**src/pmic_cfg_pkg.sv**
```systemverilog
// Constants, register layout and carrier types for the configuration slice
// Behaviour
// RULE1: Push-button hold is 8 s when hold field is 0, 15 s when 1.
// RULE2: Output 2 is open-drain when drive field is 0, push-pull when 1.
// RULE3: Pin-1 role 0: pin 1 open-drain output, output 2 independent.
// RULE4: Pin-1 role 1: pin 1 is an input that drives output 2.
// RULE5: Power-good delay 10, 20, 50 or 150 ms from the two-bit field.
// RULE6: Delay applies only to power-good rising; falling is immediate.
// RULE7: Strictness 0: wide falling limits, no overvoltage monitoring.
// RULE8: Strictness 1: tight falling limits and overvoltage is flagged.
// RULE9: Warm-reset enable 0: pin 3 is a general-purpose output.
// RULE10: Warm-reset enable 1: pin 3 is warm-reset input for bucks 1 and 2.
// RULE11: Switch 3 limit codes give 100, 200, 500 or 1000 mA.
// RULE12: Switch 2 limit codes give 100, 200, 500 or 1000 mA.
// RULE13: Writes here need a prior unlock through the password register.
// RULE14: With warm-reset enabled, the pin 3 level bit is ignored.
// RULE15: With pin-1 role set, pin 1 and output 2 level bits are ignored.
// RULE16: Reserved bits read zero and ignore writes.
package pmic_cfg_pkg;

	localparam logic [7:0] ADDR_PASSWORD = 8'h10;
	localparam logic [7:0] ADDR_CONFIG_A = 8'h13;
	localparam logic [7:0] ADDR_CONFIG_B = 8'h14;
	localparam logic [7:0] ADDR_CONFIG_C = 8'h15;

	localparam logic [7:0] RESET_CONFIG_A = 8'h00;
	localparam logic [7:0] RESET_CONFIG_B = 8'h40;
	localparam logic [7:0] RESET_CONFIG_C = 8'h00;

	// Writable bit masks; the rest is reserved
	localparam logic [7:0] MASK_CONFIG_A = 8'hFF;
	localparam logic [7:0] MASK_CONFIG_B = 8'hCF;
	localparam logic [7:0] MASK_CONFIG_C = 8'h3F;

	// Unlock key: arbitrary value, combined with the target subaddress
	localparam logic [7:0] UNLOCK_KEY = 8'hA5;

	localparam int unsigned CLK_PERIOD_NS = 25;
	localparam int unsigned MS_NS = 1000000;
	localparam int unsigned MS_CYCLES =
		(MS_NS + CLK_PERIOD_NS - 1) / CLK_PERIOD_NS;
	localparam int unsigned MS_PER_S = 1000;

	localparam logic [13:0] HOLD_SHORT_MS = 14'(8 * MS_PER_S);
	localparam logic [13:0] HOLD_LONG_MS = 14'(15 * MS_PER_S);
	localparam logic [13:0] GOOD_DELAY0_MS = 14'(10);
	localparam logic [13:0] GOOD_DELAY1_MS = 14'(20);
	localparam logic [13:0] GOOD_DELAY2_MS = 14'(50);
	localparam logic [13:0] GOOD_DELAY3_MS = 14'(150);

	localparam logic [10:0] LIMIT0_MA = 11'h064;
	localparam logic [10:0] LIMIT1_MA = 11'h0C8;
	localparam logic [10:0] LIMIT2_MA = 11'h1F4;
	localparam logic [10:0] LIMIT3_MA = 11'h3E8;

	typedef struct packed {
		logic       hold_long_sel;
		logic       output2_drive_type;
		logic       pin1_role_sel;
		logic [1:0] good_delay_sel;
		logic       supervisor_tight_sel;
		logic [1:0] undervolt_sel;
	} config_a_type;

	typedef struct packed {
		logic       warm_reset_pin_en;
		logic       undervolt_hyst_sel;
		logic [1:0] reserved;
		logic [1:0] switch3_limit_sel;
		logic [1:0] switch2_limit_sel;
	} config_b_type;

	typedef struct packed {
		logic       wr_en;
		logic       rd_en;
		logic [7:0] addr;
		logic [7:0] wdata;
	} reg_req_type;

	typedef enum logic [2:0] {
		PG_LOW  = 3'b001,
		PG_WAIT = 3'b010,
		PG_HIGH = 3'b100
	} good_state_type;

endpackage

```
**src/ms_timer.sv**
```systemverilog
// Millisecond timer with its own cycle prescaler, restarted by run
`timescale 1ns/10ps
module ms_timer #(
	parameter int unsigned TICK_CYCLES = pmic_cfg_pkg::MS_CYCLES
) (
	input  wire logic        clk,
	input  wire logic        rst_b,
	input  wire logic        run,
	input  wire logic [13:0] limit_ms,
	output logic             expired
);
	logic [15:0] prescale_reg;
	logic [13:0] ms_reg;
	logic        ms_tick;

	assign ms_tick = run && (prescale_reg == 16'(TICK_CYCLES - 1));
	assign expired = run && (ms_reg >= limit_ms);

	// Restarting on run keeps the delay exact instead of off by a tick
	always_ff @(posedge clk) begin
		if (!rst_b || !run || ms_tick)
			prescale_reg <= 16'h0000;
		else
			prescale_reg <= prescale_reg + 16'h0001;
	end

	always_ff @(posedge clk) begin
		if (!rst_b || !run)
			ms_reg <= 14'h0000;
		else if (ms_tick && !expired)
			ms_reg <= ms_reg + 14'h0001;
	end
endmodule

```
**src/pmic_config_registers.sv**
```systemverilog
// Configuration registers 0x13-0x15 and the pin, delay and limit logic
`timescale 1ns/10ps
module pmic_config_registers #(
	parameter int unsigned MS_TICK_CYCLES = pmic_cfg_pkg::MS_CYCLES
) (
	input  wire logic                      clk,
	input  wire logic                      rst_b,
	input  wire pmic_cfg_pkg::reg_req_type reg_req,
	output logic [7:0]                     rd_data,
	output logic                           write_rejected,
	input  wire logic [2:0]                level_bits,
	input  wire logic                      general_pin_first_in,
	output logic                           general_pin_first_out,
	output logic                           general_pin_first_oe,
	output logic                           general_out_second_out,
	output logic                           general_out_second_oe,
	output logic                           out2_high_from_switch_supply,
	input  wire logic                      general_pin_third_in,
	output logic                           general_pin_third_out,
	output logic                           general_pin_third_oe,
	output logic                           buck_warm_reset,
	input  wire logic                      button_held,
	output logic                           button_reset,
	input  wire logic                      rails_good,
	output logic                           power_good,
	output logic                           tight_limits_en,
	output logic                           overvoltage_monitor_en,
	input  wire logic                      rail_overvoltage,
	output logic                           overvoltage_flag,
	output logic [10:0]                    switch3_limit_ma,
	output logic [10:0]                    switch2_limit_ma,
	output logic [5:0]                     switch_misc_cfg,
	output logic [1:0]                     undervolt_sel,
	output logic                           undervolt_hyst_sel
);
	pmic_cfg_pkg::config_a_type   cfg_a_reg;
	pmic_cfg_pkg::config_b_type   cfg_b_reg;
	logic [7:0]                   cfg_c_reg;
	logic                         unlock_reg;
	logic [7:0]                   unlock_addr_reg;
	logic                         button_fired_reg;
	pmic_cfg_pkg::good_state_type good_state_reg;
	pmic_cfg_pkg::good_state_type good_state_next;
	logic                         protected_hit;
	logic                         write_ok;
	logic                         good_expired;
	logic                         hold_expired;
	logic [13:0]                  good_limit_ms;
	logic [13:0]                  hold_limit_ms;

	function automatic logic [10:0] limit_ma(input logic [1:0] code);
		unique case (code)
			2'b00: limit_ma = pmic_cfg_pkg::LIMIT0_MA;
			2'b01: limit_ma = pmic_cfg_pkg::LIMIT1_MA;
			2'b10: limit_ma = pmic_cfg_pkg::LIMIT2_MA;
			2'b11: limit_ma = pmic_cfg_pkg::LIMIT3_MA;
		endcase
	endfunction

	// Register writes
	assign protected_hit = reg_req.addr == pmic_cfg_pkg::ADDR_CONFIG_A ||
		reg_req.addr == pmic_cfg_pkg::ADDR_CONFIG_B ||
		reg_req.addr == pmic_cfg_pkg::ADDR_CONFIG_C;
	assign write_ok = reg_req.wr_en && protected_hit && unlock_reg &&
		reg_req.addr == unlock_addr_reg; // RULE13

	// Unlock covers exactly one following write; any other write cancels it
	always_ff @(posedge clk) begin
		if (!rst_b) begin
			unlock_reg      <= 1'b0;
			unlock_addr_reg <= 8'h00;
		end else if (reg_req.wr_en) begin
			unlock_reg      <= reg_req.addr == pmic_cfg_pkg::ADDR_PASSWORD;
			unlock_addr_reg <= reg_req.wdata ^ pmic_cfg_pkg::UNLOCK_KEY;
		end
	end

	always_ff @(posedge clk) begin
		if (!rst_b)
			write_rejected <= 1'b0;
		else
			write_rejected <= reg_req.wr_en && protected_hit &&
				!write_ok; // RULE13
	end

	always_ff @(posedge clk) begin
		if (!rst_b) begin
			cfg_a_reg <= pmic_cfg_pkg::RESET_CONFIG_A;
			cfg_b_reg <= pmic_cfg_pkg::RESET_CONFIG_B;
			cfg_c_reg <= pmic_cfg_pkg::RESET_CONFIG_C;
		end else if (write_ok) begin
			if (reg_req.addr == pmic_cfg_pkg::ADDR_CONFIG_A)
				cfg_a_reg <= reg_req.wdata & pmic_cfg_pkg::MASK_CONFIG_A;
			if (reg_req.addr == pmic_cfg_pkg::ADDR_CONFIG_B)
				cfg_b_reg <= reg_req.wdata &
					pmic_cfg_pkg::MASK_CONFIG_B; // RULE16
			if (reg_req.addr == pmic_cfg_pkg::ADDR_CONFIG_C)
				cfg_c_reg <= reg_req.wdata &
					pmic_cfg_pkg::MASK_CONFIG_C; // RULE16
		end
	end

	// Reads: one cycle latency; password and unmapped read zero
	always_ff @(posedge clk) begin
		if (!rst_b)
			rd_data <= 8'h00;
		else if (reg_req.rd_en) begin
			unique case (reg_req.addr)
				pmic_cfg_pkg::ADDR_CONFIG_A: rd_data <= cfg_a_reg;
				pmic_cfg_pkg::ADDR_CONFIG_B: rd_data <= cfg_b_reg;
				pmic_cfg_pkg::ADDR_CONFIG_C: rd_data <= cfg_c_reg;
				default:                     rd_data <= 8'h00;
			endcase
		end
	end

	// General pins; open-drain means driving only while low
	always_comb begin
		general_pin_first_out = 1'b0;
		general_pin_first_oe  = !cfg_a_reg.pin1_role_sel &&
			!level_bits[0]; // RULE3 RULE15
		general_out_second_out = cfg_a_reg.pin1_role_sel ?
			general_pin_first_in : level_bits[1]; // RULE4 RULE15
		if (cfg_a_reg.output2_drive_type) // RULE2
			general_out_second_oe = 1'b1;
		else begin
			general_out_second_oe  = !general_out_second_out;
			general_out_second_out = 1'b0;
		end
		general_pin_third_out = 1'b0;
		general_pin_third_oe  = !cfg_b_reg.warm_reset_pin_en &&
			!level_bits[2]; // RULE9 RULE14
	end
	assign out2_high_from_switch_supply = cfg_a_reg.output2_drive_type;

	// Warm reset is active low on the pin
	assign buck_warm_reset = cfg_b_reg.warm_reset_pin_en &&
		!general_pin_third_in; // RULE10

	// Supervisor strictness
	assign tight_limits_en        = cfg_a_reg.supervisor_tight_sel; // RULE7
	assign overvoltage_monitor_en = cfg_a_reg.supervisor_tight_sel; // RULE8
	assign overvoltage_flag = cfg_a_reg.supervisor_tight_sel &&
		rail_overvoltage; // RULE8

	assign switch3_limit_ma = limit_ma(cfg_b_reg.switch3_limit_sel); // RULE11
	assign switch2_limit_ma = limit_ma(cfg_b_reg.switch2_limit_sel); // RULE12
	assign switch_misc_cfg    = cfg_c_reg[5:0];
	assign undervolt_sel      = cfg_a_reg.undervolt_sel;
	assign undervolt_hyst_sel = cfg_b_reg.undervolt_hyst_sel;

	// Push-button hold
	assign hold_limit_ms = cfg_a_reg.hold_long_sel ?
		pmic_cfg_pkg::HOLD_LONG_MS : pmic_cfg_pkg::HOLD_SHORT_MS; // RULE1

	ms_timer #(.TICK_CYCLES(MS_TICK_CYCLES)) hold_timer (
		.clk      (clk),
		.rst_b    (rst_b),
		.run      (button_held),
		.limit_ms (hold_limit_ms),
		.expired  (hold_expired)
	);

	// One reset pulse per press, however long it is held afterwards
	always_ff @(posedge clk) begin
		if (!rst_b) begin
			button_fired_reg <= 1'b0;
			button_reset     <= 1'b0;
		end else begin
			button_reset     <= hold_expired && !button_fired_reg; // RULE1
			button_fired_reg <= button_held &&
				(button_fired_reg || hold_expired);
		end
	end

	// Power-good sequencing
	always_comb begin
		unique case (cfg_a_reg.good_delay_sel) // RULE5
			2'b00: good_limit_ms = pmic_cfg_pkg::GOOD_DELAY0_MS;
			2'b01: good_limit_ms = pmic_cfg_pkg::GOOD_DELAY1_MS;
			2'b10: good_limit_ms = pmic_cfg_pkg::GOOD_DELAY2_MS;
			2'b11: good_limit_ms = pmic_cfg_pkg::GOOD_DELAY3_MS;
		endcase
	end

	ms_timer #(.TICK_CYCLES(MS_TICK_CYCLES)) good_timer (
		.clk      (clk),
		.rst_b    (rst_b),
		.run      (good_state_reg == pmic_cfg_pkg::PG_WAIT),
		.limit_ms (good_limit_ms),
		.expired  (good_expired)
	);

	always_comb begin
		good_state_next = good_state_reg;
		unique case (good_state_reg)
			pmic_cfg_pkg::PG_LOW:
				if (rails_good)
					good_state_next = pmic_cfg_pkg::PG_WAIT;
			pmic_cfg_pkg::PG_WAIT:
				if (!rails_good)
					good_state_next = pmic_cfg_pkg::PG_LOW;
				else if (good_expired)
					good_state_next = pmic_cfg_pkg::PG_HIGH; // RULE5
			pmic_cfg_pkg::PG_HIGH:
				if (!rails_good)
					good_state_next = pmic_cfg_pkg::PG_LOW; // RULE6
			default:
				good_state_next = pmic_cfg_pkg::PG_LOW;
		endcase
	end

	always_ff @(posedge clk) begin
		if (!rst_b)
			good_state_reg <= pmic_cfg_pkg::PG_LOW;
		else
			good_state_reg <= good_state_next;
	end
	assign power_good = good_state_reg == pmic_cfg_pkg::PG_HIGH;
endmodule

```
**config.mk**
```make
export PLATFORM = sky130hd
export DESIGN_NAME = pmic_config_registers
export DESIGN_NICKNAME = d
export VERILOG_FILES = /design/src/pmic_cfg_pkg.sv /design/src/ms_timer.sv /design/src/pmic_config_registers.sv
export SDC_FILE = /design/constraint.sdc
export NUM_CORES = 1
export LEC_CHECK = 0
export ABC_CLOCK_PERIOD_IN_PS = 3050
export BUFFER_PORTS_ARGS = -buffer_cell sky130_fd_sc_hd__clkbuf_2
export CORE_UTILIZATION = 55
export DETAILED_ROUTE_END_ITERATION = 10
export PLACE_DENSITY = 0.87
export SLEW_MARGIN = 20
export SYNTH_ARGS = -nofsm -noshare
export SYNTH_HDL_FRONTEND = slang
export SYNTH_HIERARCHICAL = 1
export SYNTH_SLANG_ARGS = --single-unit
```
**constraint.sdc**
```tcl
create_clock -name clk -period 3.05 [get_ports clk]
set_input_delay 0.61 -clock clk [delete_from_list [all_inputs] [get_ports clk]]
set_output_delay 0.61 -clock clk [all_outputs]
set_load 0.05 [all_outputs]
```
==> summary.md <==
| Metric | Value |
|---|---|
| Status | `completed` |
| Clock Pin Slew Worst Setup and Hold Paths | `approximately 0.1 ns` |
| Final setup viols | `0` |
| Cts-stage hold buffer count | `0` |
| Largest net degree at the start of global routing | `32` |
| Routability cong. | `0.861` |
| Largest cells by area after synthesis | `dfxtp_1 (35%), ha_1 (6.8%), mux2i_1 (5.5%)` |
| Clk root buf | `clkbuf_8` |
| HPWL after DPL | `roughly 9500 um` |
| RSZ-0062 raised after global routing | `false` |
| Final max-slew violation count | `0` |
| Synthesized area | `slightly below 6000 um2` |
| Hold Crit Class | `in2reg` |
| Wire per inst | `14.3 um` |
| Number of DRC markers in iteration 0 | `228` |
| Req. time, crit path | `3.38 ns` |
| Critical path's top delay family | `simple AND/OR/NAND/NOR gates` |
| XOR/XNOR share of the synthesized area | `5.94%` |
| Mean post-synth cell area | `8.80 um2` |
| CTS max path bufs | `2` |
| Initial Util | `between 50% and 60%` |
| Commonest cells post-synth | `dfxtp_1 (103), nand2_1 (77), nor2_1 (63)` |
| Row Count | `37` |
| Worst Skew | `0.0151 ns` |
| Fin Setup TNS | `0 ns` |
| Clock Sinks | `103` |
| Final instance area | `6560 um2` |
| Cts bufs inserted | `9` |
| Vias/cell | `5.57` |
| Primary FF master, synth | `dfxtp_1` |
| Core Util, Final | `63.5%` |
| WP buf/inv | `2` |
| Final Critical Period | `2.74 ns` |
| Clock Latency Late Sink | `0.37 ns` |
| First drt pass iteration count | `4` |
| Drt total wl | `12,600 um` |
| Adder-Cell Fraction of Synth Area | `6.81%` |
| Slew headroom | `47.9%` |
| Slew @ Worst Pin | `0.775 ns` |
| Worst setup SP type | `register` |
| Vias | `4,910` |
| Largest family of logic cells by synthesized area | `simple AND/OR/NAND/NOR gates` |
| Most numerous cell on the critical path | `inv_1` |
| Synth area leader | `dfxtp_1` |
| Crit path largest cell delay | `0.56 ns` |
| Full die area | `11,100 um2` |
| Post-place setup slack | `0.384 ns` |
| Grt total ovfl | `0` |
| Setup bufs post-CTS | `0` |
| CP max stage cell | `or4_1` |
| Warnings from Yosys | `6` |
| Port Buf Inserts | `70` |
| N_diodes | `0` |
| Sequential area share after synthesis | `35.1%` |
| Post-synthesis mux area share | `roughly 5.5%` |
| Cell Pwr Density | `397 nW/um2` |
| Async set-reset flop share out of synthesis | `0%` |
| F_max | `about 360 MHz` |
| Num ports | `81` |
| Yosys cell types | `63` |
| Nets@finish | `around 800` |
| Crit path kind | `reg2reg` |
| First-pass GRT wire length | `21,800 um` |
| Design Power | `0.00260 W` |
| EDFF count, synth | `0` |
| Compound-Gate Fraction of Synth Area | `12.5%` |
| Post-DP Area | `6300 um2` |
| Final ANT Viol Nets | `0` |
| Cells after Synth | `668` |
| Period utilisation layout | `between 80% and 90%` |
| Most numerous cell in the Yosys netlist | `dfxtp_1` |
| Static leakage | `2.66 nW` |
| Cts repair resizes | `0` |
| Seq cells post-synth | `103` |
| Synth Area in Simple Gates | `27.1%` |
| Share of cells above drive strength 1 | `between 10% and 20%` |
| Worst IR Drop VDD | `318 uV` |
| Crit path cell chain | `or2_2 -> inv_1 -> inv_1 -> ha_1 -> nand4_1 -> o21ai_0 -> a21oi_1 -> o2111ai_4 -> or4_1 -> nand2_1` |
| Top-area cell type share of the netlist area | `between 30% and 40%` |
| H-tree levels | `3` |
| Die height | `105 um` |
| Area Growth Syn to Fin | `11.6%` |
| WP data arrival | `3.07 ns` |
| CTS tree | `done` |
| Final hold violation count | `0` |
| DRC | `0` |
| Max Cap Viol | `0` |
| Initial antenna violation count | `0` |
| Core ar. | `10,300 um2` |
| Vias in the first global route | `4,887` |
| Nature of the critical path endpoint | `register` |
| Die Wd | `105 um` |
| Gr usage total | `~24%` |
| Crit-path max FO | `17` |
| Setup slack after layout | `between 0.3 and 0.4 ns` |
final timing paths:
kind / cells after the start / endpoint / slack (ns) / startpoint
worst max-delay path: 10 / good_timer/ms_reg[9]$_SDFFE_PP0P_ / 0.31 / cfg_a_reg[3]$_SDFFE_PN0P_
worst min-delay path: 2 / good_state_reg[0]$_SDFFE_PN1P_ / 0.43 / rails_good
worst max register to register: 10 / good_timer/ms_reg[9]$_SDFFE_PP0P_ / 0.31 / cfg_a_reg[3]$_SDFFE_PN0P_
worst min register to register: 1 / hold_timer/prescale_reg[0]$_SDFF_PP0_ / 0.44 / hold_timer/prescale_reg[0]$_SDFF_PP0_
cell type report:
type / instances / area [um2]
Fill cell: 801 / 3770
Multi-Input combinational cell: 502 / 3490
Sequential cell: 103 / 2060
Timing Repair Buffer: 75 / 388
Inverter: 50 / 188
Tap cell: 136 / 170
Clock buffer: 12 / 155
Clock inverter: 4 / 98.8
metrics by stage:
| step | hold slack [ns] | std cells |
|---|---|---|
| floorplan | 0.413 | 691 |
| global placement | 0.422 | 866 |
| detailed placement | 0.431 | 866 |
| CTS | 0.422 | 882 |
| global route | 0.440 | 882 |
| finish | 0.433 | 882 |
logic make-up (layout without fill, tap and decap cells):
kind of cell    after synthesis  after routing
buf+inv                      86            141
xor+xnor                     39             39
flops                       103            103
fa+ha+maj                    32             32
compound gates               87             87
other cells                   2             25
simple gates                287            287
mux                          32             32
report_power, final:
group / switching, W / internal, W / total [W]
clock: 0.000463 / 0.000594 / 0.00106
combinational: 0.000128 / 0.0000573 / 0.000185
sequential: 0.00000845 / 0.00135 / 0.00136
cells in the final DEF, fill, tap and decap left out, drive strengths merged, types with 19 or more instances in the layout:
cell type	n
a21oi	19
clkbuf	82
conb	25
dfxtp	103
ha	32
inv	51
mux2i	32
nand2	77
nand3	29
nor2	63
xnor2	30
metal layers:
metal,wire [um],track usage (%),vias up,part of all wire (%)
met3,505,3.46,22,4.0
met1,5420,27.8,2307,43
li1,-,-,2443,-
met2,6460,43.7,138,51
met4,263,10.9,0,2.1
met5,0,0,-,0
worst reg2reg max path, cell delays in order (launching register included):
cell and delay, ns:
dfxtp_1 0.37, or2_2 0.30, inv_1 0.06, inv_1 0.04, ha_1 0.31, nand4_1 0.12
o21ai_0 0.14, a21oi_1 0.40, o2111ai_4 0.30, or4_1 0.56, nand2_1 0.08
Power figures use the tool's default switching activity.
